--- config.mk ---
export PLATFORM = sky130hd
export DESIGN_NAME = lod_regs
export DESIGN_NICKNAME = d
export VERILOG_FILES = /design/src/shared/lod_pkg.sv /design/src/design/lod_regs.sv
export SDC_FILE = /design/constraint.sdc
export NUM_CORES = 1
export LEC_CHECK = 0
export BUFFER_PORTS_ARGS = -buffer_cell sky130_fd_sc_hd__clkbuf_2
export CAP_MARGIN = 20
export CORE_ASPECT_RATIO = 2
export CORE_MARGIN = 3
export CORE_UTILIZATION = 48
export CTS_BUF_LIST = sky130_fd_sc_hd__clkbuf_2 sky130_fd_sc_hd__clkbuf_4 sky130_fd_sc_hd__clkbuf_8
export CTS_CLUSTER_SIZE = 8
export DETAILED_ROUTE_END_ITERATION = 16
export HOLD_SLACK_MARGIN = 0.1
export MAX_ROUTING_LAYER = met4
export PLACE_DENSITY = 0.87
export SYNTH_ARGS = -nofsm -noshare
export SYNTH_HDL_FRONTEND = slang
export SYNTH_SLANG_ARGS = --single-unit
--- constraint.sdc ---
create_clock -name ref_clk -period 2 [get_ports ref_clk]
set_input_delay 0.3 -clock ref_clk [delete_from_list [all_inputs] [get_ports ref_clk]]
set_output_delay 0.3 -clock ref_clk [all_outputs]
set_load 0.1 [all_outputs]
--- src/shared/lod_pkg.sv ---
// Package for the electrode-off and port-pin register bank.
// Assumes a single 100 MHz clock domain and an Avalon-MM byte-addressed bus with four-byte words.
package lod_pkg;

  localparam int unsigned CHANNELS   = 8;
  localparam int unsigned PORT_PINS  = 4;
  localparam int unsigned ADDR_W     = 8;
  localparam int unsigned DATA_W     = 32;

  // Register indices; byte address is four times the index
  localparam logic [7:0] IDX_SENSE_POS  = 8'h0F;
  localparam logic [7:0] IDX_SENSE_NEG  = 8'h10;
  localparam logic [7:0] IDX_DIR_SWAP   = 8'h11;
  localparam logic [7:0] IDX_STAT_POS   = 8'h12;
  localparam logic [7:0] IDX_STAT_NEG   = 8'h13;
  localparam logic [7:0] IDX_PORT       = 8'h14;
  localparam logic [7:0] IDX_MISC_ONE   = 8'h15;
  localparam logic [7:0] IDX_MISC_TWO   = 8'h16;
  localparam logic [7:0] IDX_CONVERSION_COMPARATOR_CONFIG    = 8'h17;
  localparam logic [7:0] IDX_ELECTRODE_OFF_CONTROL_REG_CTRL  = 8'h04;
  localparam logic [7:0] IDX_INPUT_SEL  = 8'h05;

  // Field positions
  localparam int unsigned PORT_VAL_LSB  = 4;
  localparam int unsigned PORT_DIR_LSB  = 0;
  localparam int unsigned SHREF_BIT     = 5;
  localparam int unsigned SINGLE_BIT    = 3;
  localparam int unsigned COMP_EN_BIT   = 1;
  localparam int unsigned CUR_LSB       = 2;
  localparam int unsigned FREQ_LSB      = 0;
  localparam int unsigned TH_LSB        = 5;
  localparam int unsigned SEL_CH_LSB    = 3;
  localparam int unsigned SEL_CODE_LSB  = 0;

  // Writable masks, reset values, select and frequency codes
  localparam logic [7:0] MASK_MISC_ONE  = 8'h20;
  localparam logic [7:0] MASK_MISC_TWO  = 8'h00;
  localparam logic [7:0] MASK_CONVERSION_COMPARATOR_CONFIG   = 8'h0A;
  localparam logic [7:0] RST_PORT       = 8'h0F;
  localparam logic [7:0] RST_ZERO       = 8'h00;
  localparam logic [2:0] SEL_BIAS_POS   = 3'b110;
  localparam logic [2:0] SEL_BIAS_NEG   = 3'b111;
  localparam logic [1:0] FREQ_DC        = 2'b00;
  localparam logic [DATA_W-1:0] DATA_ZERO = 32'h0000_0000;

  typedef struct packed {
    logic [7:0] pos_detect_enable;
    logic [7:0] neg_detect_enable;
    logic [7:0] excitation_direction_swap;
    logic [1:0] excitation_current_level;
    logic [2:0] comparator_threshold;
    logic [1:0] excitation_frequency_select;
    logic       shared_reference_switch;
    logic       single_shot_mode;
    logic       detect_comparator_enable;
  } lod_ctrl_t;

  typedef struct packed {
    logic [7:0] bias_to_pos;
    logic [7:0] bias_to_neg;
    logic [7:0] pull_up_pos;
    logic [7:0] pull_up_neg;
    logic [7:0] excite_pos;
    logic [7:0] excite_neg;
  } lod_route_t;

  typedef struct packed {
    logic [7:0] pos_status;
    logic [7:0] neg_status;
  } lod_stat_t;

endpackage

--- src/design/lod_regs.sv ---
// File holds the register bank top module.
// Assumes synchronous inputs and an Avalon-MM master on ref_clk.
`timescale 1ns/100ps
module lod_regs #(
  parameter int unsigned CHANNELS  = lod_pkg::CHANNELS,
  parameter int unsigned PORT_PINS = lod_pkg::PORT_PINS
) (
  // Clock and reset
  input  wire logic                      ref_clk,
  input  wire logic                      reset_n,
  // Avalon-MM slave
  input  wire logic [lod_pkg::ADDR_W-1:0] avs_address,
  input  wire logic                      avs_read,
  input  wire logic                      avs_write,
  input  wire logic [lod_pkg::DATA_W-1:0] avs_writedata,
  input  wire logic [3:0]                avs_byteenable,
  output logic      [lod_pkg::DATA_W-1:0] avs_readdata,
  output logic                           avs_waitrequest,
  output logic      [1:0]                avs_response,
  // Analog comparator outputs and excitation phase
  input  wire logic [7:0]                comp_pos_off,
  input  wire logic [7:0]                comp_neg_off,
  input  wire logic                      ac_phase,
  // Port pins
  input  wire logic [3:0]                port_pin_in,
  output logic      [3:0]                port_pin_out,
  output logic      [3:0]                port_pin_oe,
  // Analog controls and status
  output lod_pkg::lod_ctrl_t             ctrl_out,
  output lod_pkg::lod_route_t            route_out,
  output lod_pkg::lod_stat_t             stat_out
);

  if (CHANNELS != lod_pkg::CHANNELS ||
      PORT_PINS != lod_pkg::PORT_PINS) begin : g_param_check
    $error("lod_regs serves 8 channels and 4 port pins only");
  end

  // ----------------------------------------------------------------
  // Bus handshake: one wait cycle, answer on the second edge
  // ----------------------------------------------------------------
  logic       ack_ff;
  logic [7:0] idx;
  logic       wr_go;
  logic       rd_go;
  logic       lane0;

  assign idx   = {2'b00, avs_address[7:2]};
  assign lane0 = avs_byteenable[0];
  assign wr_go = avs_write && ack_ff;
  assign rd_go = avs_read && !ack_ff;

  always_ff @(posedge ref_clk) begin
    if (!reset_n)
      ack_ff <= 1'b0;
    else
      ack_ff <= (avs_read || avs_write) && !ack_ff;
  end

  always_ff @(posedge ref_clk) begin
    if (!reset_n)
      avs_waitrequest <= 1'b1;
    else
      avs_waitrequest <= !((avs_read || avs_write) && !ack_ff);
  end

  // ----------------------------------------------------------------
  // Control registers
  // ----------------------------------------------------------------
  logic [7:0] sense_pos_ff, sense_neg_ff, swap_ff;
  logic [7:0] port_ff, misc_one_ff, conversion_comparator_config_ff, electrode_off_control_reg_ctrl_ff;
  logic [7:0] sel_ff [CHANNELS];
  logic [7:0] stat_pos_ff, stat_neg_ff;
  logic [3:0] pins_ff;

  always_ff @(posedge ref_clk) begin
    if (!reset_n) begin
      sense_pos_ff <= lod_pkg::RST_ZERO;
      sense_neg_ff <= lod_pkg::RST_ZERO;
      swap_ff      <= lod_pkg::RST_ZERO;
      misc_one_ff  <= lod_pkg::RST_ZERO;
      conversion_comparator_config_ff   <= lod_pkg::RST_ZERO;
      electrode_off_control_reg_ctrl_ff <= lod_pkg::RST_ZERO;
    end else if (wr_go && lane0) begin
      unique case (idx)
        lod_pkg::IDX_SENSE_POS: sense_pos_ff <= avs_writedata[7:0];
        lod_pkg::IDX_SENSE_NEG: sense_neg_ff <= avs_writedata[7:0];
        lod_pkg::IDX_DIR_SWAP:  swap_ff <= avs_writedata[7:0];
        lod_pkg::IDX_MISC_ONE:
          misc_one_ff <= avs_writedata[7:0] & lod_pkg::MASK_MISC_ONE;
        lod_pkg::IDX_CONVERSION_COMPARATOR_CONFIG:
          conversion_comparator_config_ff <= avs_writedata[7:0] & lod_pkg::MASK_CONVERSION_COMPARATOR_CONFIG;
        lod_pkg::IDX_ELECTRODE_OFF_CONTROL_REG_CTRL: electrode_off_control_reg_ctrl_ff <= avs_writedata[7:0];
        default: ;
      endcase
    end
  end

  // Per-channel input select; write data holds channel and code
  always_ff @(posedge ref_clk) begin
    if (!reset_n) begin
      for (int i = 0; i < CHANNELS; i++)
        sel_ff[i] <= lod_pkg::RST_ZERO;
    end else if (wr_go && lane0 && idx == lod_pkg::IDX_INPUT_SEL) begin
      sel_ff[avs_writedata[lod_pkg::SEL_CH_LSB +: 3]] <=
        {5'b0_0000, avs_writedata[lod_pkg::SEL_CODE_LSB +: 3]};
    end
  end

  // Port: direction writes always, value only on output pins
  always_ff @(posedge ref_clk) begin
    if (!reset_n) begin
      port_ff <= lod_pkg::RST_PORT;
    end else if (wr_go && lane0 && idx == lod_pkg::IDX_PORT) begin
      for (int p = 0; p < PORT_PINS; p++) begin
        port_ff[lod_pkg::PORT_DIR_LSB + p] <=
          avs_writedata[lod_pkg::PORT_DIR_LSB + p];
        if (!port_ff[lod_pkg::PORT_DIR_LSB + p])
          port_ff[lod_pkg::PORT_VAL_LSB + p] <=
            avs_writedata[lod_pkg::PORT_VAL_LSB + p];
      end
    end
  end

  always_ff @(posedge ref_clk) begin
    if (!reset_n) begin
      port_pin_out <= 4'h0;
      port_pin_oe  <= 4'h0;
      pins_ff      <= 4'h0;
    end else begin
      port_pin_out <= port_ff[lod_pkg::PORT_VAL_LSB +: 4];
      port_pin_oe  <= ~port_ff[lod_pkg::PORT_DIR_LSB +: 4];
      pins_ff      <= port_pin_in;
    end
  end

  // ----------------------------------------------------------------
  // Status capture: comparators only when enabled; no bus write path
  // ----------------------------------------------------------------
  logic comp_en;
  assign comp_en = conversion_comparator_config_ff[lod_pkg::COMP_EN_BIT];

  always_ff @(posedge ref_clk) begin
    if (!reset_n) begin
      stat_pos_ff <= lod_pkg::RST_ZERO;
      stat_neg_ff <= lod_pkg::RST_ZERO;
    end else if (comp_en) begin
      stat_pos_ff <= comp_pos_off;
      stat_neg_ff <= comp_neg_off;
    end else begin
      stat_pos_ff <= lod_pkg::RST_ZERO;
      stat_neg_ff <= lod_pkg::RST_ZERO;
    end
  end

  // ----------------------------------------------------------------
  // Read mux
  // ----------------------------------------------------------------
  logic [7:0] rd_byte;
  always_comb begin
    rd_byte = lod_pkg::RST_ZERO;
    unique case (idx)
      lod_pkg::IDX_SENSE_POS: rd_byte = sense_pos_ff;
      lod_pkg::IDX_SENSE_NEG: rd_byte = sense_neg_ff;
      lod_pkg::IDX_DIR_SWAP:  rd_byte = swap_ff;
      lod_pkg::IDX_STAT_POS:  rd_byte = stat_pos_ff;
      lod_pkg::IDX_STAT_NEG:  rd_byte = stat_neg_ff;
      lod_pkg::IDX_PORT:
        rd_byte = {pins_ff, port_ff[lod_pkg::PORT_DIR_LSB +: 4]};
      lod_pkg::IDX_MISC_ONE:  rd_byte = misc_one_ff;
      lod_pkg::IDX_MISC_TWO:  rd_byte = lod_pkg::MASK_MISC_TWO;
      lod_pkg::IDX_CONVERSION_COMPARATOR_CONFIG:   rd_byte = conversion_comparator_config_ff;
      lod_pkg::IDX_ELECTRODE_OFF_CONTROL_REG_CTRL: rd_byte = electrode_off_control_reg_ctrl_ff;
      default:                rd_byte = lod_pkg::RST_ZERO;
    endcase
  end

  always_ff @(posedge ref_clk) begin
    if (!reset_n) begin
      avs_readdata <= lod_pkg::DATA_ZERO;
      avs_response <= 2'b00;
    end else if (rd_go) begin
      avs_readdata <= {24'h00_0000, rd_byte};
      avs_response <= 2'b00;
    end
  end

  // ----------------------------------------------------------------
  // Analog control, routing and status outputs
  // ----------------------------------------------------------------
  logic [7:0] to_pos, to_neg;
  always_comb begin
    to_pos = 8'h00;
    to_neg = 8'h00;
    for (int i = 0; i < CHANNELS; i++) begin
      to_pos[i] = sel_ff[i][2:0] == lod_pkg::SEL_BIAS_POS;
      to_neg[i] = sel_ff[i][2:0] == lod_pkg::SEL_BIAS_NEG;
    end
  end

  logic       is_ac;
  logic [7:0] up_pos;
  assign is_ac  = electrode_off_control_reg_ctrl_ff[lod_pkg::FREQ_LSB +: 2] != lod_pkg::FREQ_DC;
  // AC mode flips the pull direction each half period
  assign up_pos = is_ac ? {8{ac_phase}} ^ swap_ff : ~swap_ff;

  always_ff @(posedge ref_clk) begin
    if (!reset_n) begin
      ctrl_out  <= '0;
      route_out <= '0;
      stat_out  <= '0;
    end else begin
      ctrl_out.pos_detect_enable <= sense_pos_ff;
      ctrl_out.neg_detect_enable <= sense_neg_ff;
      ctrl_out.excitation_direction_swap <= swap_ff;
      ctrl_out.excitation_current_level <=
        electrode_off_control_reg_ctrl_ff[lod_pkg::CUR_LSB +: 2];
      ctrl_out.comparator_threshold <=
        electrode_off_control_reg_ctrl_ff[lod_pkg::TH_LSB +: 3];
      ctrl_out.excitation_frequency_select <=
        electrode_off_control_reg_ctrl_ff[lod_pkg::FREQ_LSB +: 2];
      ctrl_out.shared_reference_switch <=
        misc_one_ff[lod_pkg::SHREF_BIT];
      ctrl_out.single_shot_mode <= conversion_comparator_config_ff[lod_pkg::SINGLE_BIT];
      ctrl_out.detect_comparator_enable <= comp_en;
      route_out.bias_to_pos <= to_pos;
      route_out.bias_to_neg <= to_neg;
      route_out.pull_up_pos <= up_pos & sense_pos_ff;
      route_out.pull_up_neg <= ~up_pos & sense_neg_ff;
      route_out.excite_pos  <= sense_pos_ff;
      route_out.excite_neg  <= sense_neg_ff;
      stat_out.pos_status   <= stat_pos_ff;
      stat_out.neg_status   <= stat_neg_ff;
    end
  end
endmodule // lod_regs

==> flow_summary.yaml <==
status:
  status: "finished, final reports clean"
floorplan:
  fp-row-count: 62
  core-area_um2: 14430
  fp.dieW_um: 91.90
  die_y_um: 177.8
  ios: 210
  dieArea_um2: 16340
  initial_core_util: 0.4909
global_routing:
  grtUsageTotal: 0.2178
  grt_max_degree: 135
  grt_pass1_vias: 4917
  grt_pass1_wl_um: 26020
  antenna_found_initial: 0
  overflow: 0
setup_path:
  reg2reg_depth: 6
  cp_max_fo: 8
  critPathKind: "reg2reg"
  critical_path.endpoint: "sel_ff[5][2]$_SDFFCE_PN0P_"
  critPathArrivalTime_ns: 2.14
  r2r-start: "ack_ff$_SDFF_PN0_"
  cp-startpoint: "ack_ff$_SDFF_PN0_"
  setup.worst_path.start_class: "flip-flop"
  r2r_end: "sel_ff[5][2]$_SDFFCE_PN0P_"
  crit_path_end_kind: "flip-flop"
  required_ns: 2.18
  rrSetupSlack_ns: 0.05
pwr:
  finalPower_w: 0.007000
  vdd_drop_max_mv: 0.4575
  leakagePower_nw: 3.891
  pwr_density_cell_nw_per_um2: 808.2
cts:
  cts_max_level: 4
  clk_pin_slew_ns: 0.10
  cts_tree: "built"
  clock-sinks: 187
  post_cts_resized: 0
  root_buffer: "clkbuf_8"
  cts_buffers: 17
  insertion_delay_ns: 0.47
  cts_max_path_buffers: 2
placement:
  post-dp-hpwl_um: 12750
  finalWeightedCongestion: 0.9538
  portBuffers: 154
  dpl.cell_count: 984
sta:
  clock.fmax_mhz: 512.0
  timing.final.crit_period_ns: 1.953
  post-route-period-util: 0.9766
  setup-violations-final: 0
  skew_ns: 0.01766
  finalHoldViolations: 0
  rsz0062_at_grt: "false"
  maxSlewHeadroom: 0.6155
  whs_ns: 0.1748
  final_max_slew_viol_count: 0
  tightest_slew_ns: 0.5792
routing:
  vias: 5069
  routedWlPerCell_um: 16.56
  viasPerCell: 4.883
  drtIter0Drc: 239
  drt_wl_total_um: 17190
  ant_nets: 0
  dr.pass1.iters: 4
  drc: 0
final_layout:
  n_antenna_cell: 0
  layout.cells.non_filler: 1038
  nets: 902
  syn_to_final_growth_pct: 22.29
  drive_above_1_share: 0.2695
  fin_util: 0.6003
logic_synthesis:
  ys_types: 47
  synth_area_leaders: "dfxtp_1, edfxtp_1, and2_1"
  synth.top_cell.area_share: 0.4607
  avgSynthCellArea_um2: 10.78
  async_flop_share: 0
  syn_inst: 657
  yosysSeqAreaShare: 0.5624
  synth_top_cell_by_area: "dfxtp_1"
  synth_flop_cell: "dfxtp_1"
  ys_ff_latch: 187
  syn-cell-area_um2: 7083
  yosys_warnings: 0
  synth_edf_count: 24
job:
  max_cap_viol_count: 0
min_path:
  hp-class: "in2reg"
cells by family after synthesis:
kind of cell,count (synthesis),share of synthesized area
AO/OA/AOI/OAI,42,0.04452
multiplexers,48,0.06960
other,1,0.0005294
AND/OR/NAND/NOR,278,0.2394
buffers and inverters,93,0.07366
flip-flops,187,0.5624
XOR/XNOR,8,0.009893
cells in the mapped netlist, types with 2 or more instances:
cell type  number
nand4_1         2
nor4b_2         2
xor2_1          8
mux2i_1        47
o2111ai_1       6
nand2_1        19
buf_4          43
a21oi_1         2
or3_1           2
nor3_1         16
o2bb2ai_1       4
and3_1         27
nor4_1          5
inv_1          14
nand2b_1       12
nand3b_1        4
nor4b_1         6
o211ai_1        8
o32ai_1         2
clkbuf_1       30
dfxtp_1       163
and2_1         92
nor2_1         18
edfxtp_1       24
nand3_1        15
a221oi_1        3
o21ai_0         6
buf_1           2
buf_2           3
a21boi_0        5
nor2b_1        50
a2111oi_0       2
metal layers:
| layer | global-route usage | share of wire |
|---|---|---|
| met2 | 0.3852 | 0.53 |
| met4 | 0.1408 | 0.054 |
| met3 | 0.03479 | 0.039 |
| met5 | - | 0 |
| met1 | 0.2198 | 0.38 |
worst min-delay path by stage:
stage	startpoint	to	slack [ns]	depth (start not counted)
floorplan	port_ff[0]$_SDFFE_PN1N_	port_pin_oe[0]$_SDFF_PN0_	0.41	1
global placement	sel_ff[2][0]$_SDFFCE_PN0P_	route_out[42]$_SDFF_PN0_	0.41	1
detailed placement	sel_ff[1][0]$_SDFFCE_PN0P_	route_out[41]$_SDFF_PN0_	0.43	1
CTS	reset_n	ctrl_out[11]$_SDFF_PN0_	0.14	2
global route	reset_n	ctrl_out[13]$_SDFF_PN0_	0.17	2
finish	avs_writedata[6]	port_ff[6]$_SDFFE_PN0P_	0.17	3
registers in the layout (all words and copies together) (netlist names), 8 cells and up:
register                           cells
port_ff                                8
swap_ff                                8
sel_ff                                24
electrode_off_control_reg_ctrl_ff      8
stat_out                              16
stat_neg_ff                            8
stat_pos_ff                            8
sense_pos_ff                           8
avs_readdata                           8
ctrl_out                              34
sense_neg_ff                           8
route_out                             32
cell type report:
class | count | area [um^2]
Fill cell | 1203 | 5767
Clock buffer | 18 | 241.5
Sequential cell | 187 | 3984
Inverter | 14 | 52.55
Timing Repair Buffer | 211 | 1291
Multi-Input combinational cell | 402 | 2671
Clock inverter | 14 | 181.4
Tap cell | 192 | 240.2
report_power, final:
| part | internal, W | switching (W) | total, W | leakage (nW) |
|---|---|---|---|---|
| logic | 0.000130 | 0.000427 | 0.000558 | 2.11 |
| clock network | 0.00118 | 0.00143 | 0.00261 | 0.217 |
| registers | 0.00382 | 0.0000111 | 0.00383 | 1.56 |
cells in the final DEF (no fill, tap or decap), types with 3 or more instances in the layout:
cell type	Yosys	layout
a21boi_0	5	5
a221oi_1	3	3
and2_1	92	92
and3_1	27	27
buf_12	0	3
buf_4	43	32
clkbuf_2	0	153
clkbuf_8	0	17
clkinv_4	0	3
conb_1	1	26
dfxtp_1	163	163
dlygate4sd3_1	0	22
edfxtp_1	24	24
inv_1	14	14
inv_8	0	3
mux2i_1	47	47
nand2_1	19	19
nand2b_1	12	12
nand3_1	15	15
nand3b_1	4	4
nor2_1	18	18
nor2b_1	50	50
nor3_1	16	16
nor4_1	5	5
nor4b_1	6	6
o2111ai_1	6	6
o211ai_1	8	8
o21ai_0	6	6
o2bb2ai_1	4	4
xor2_1	8	8
worst max-delay path: stages, from the launching register on:
cell and delay (ns):
dfxtp_1 0.39, and3_1 0.25, nand4_1 0.13, buf_4 0.19, nor4b_1 0.36, buf_4 0.19, nand2b_1 0.16
what timing repair did:
item | in CTS | in global routing
hold buffers | 22 | 0
endpoints found under the hold margin | 22 | 0
setup endpoints to repair | 0 | 0
buffers inserted | 0 | 0
stage by stage:
step | area [um^2] | setup TNS, ns | setup slack [ns]
2_1_floorplan | 7177 | 0 | 0.04641
3_3_place_gp | 8019 | -0.1933 | -0.06445
3_5_place_dp | 8019 | -0.3090 | -0.09313
4_1_cts | 8662 | 0 | 0.1167
5_1_grt | 8662 | 0 | 0.002609
6_report | 8662 | 0 | 0.04677
Note: power is estimated with default switching activity, not from simulation.
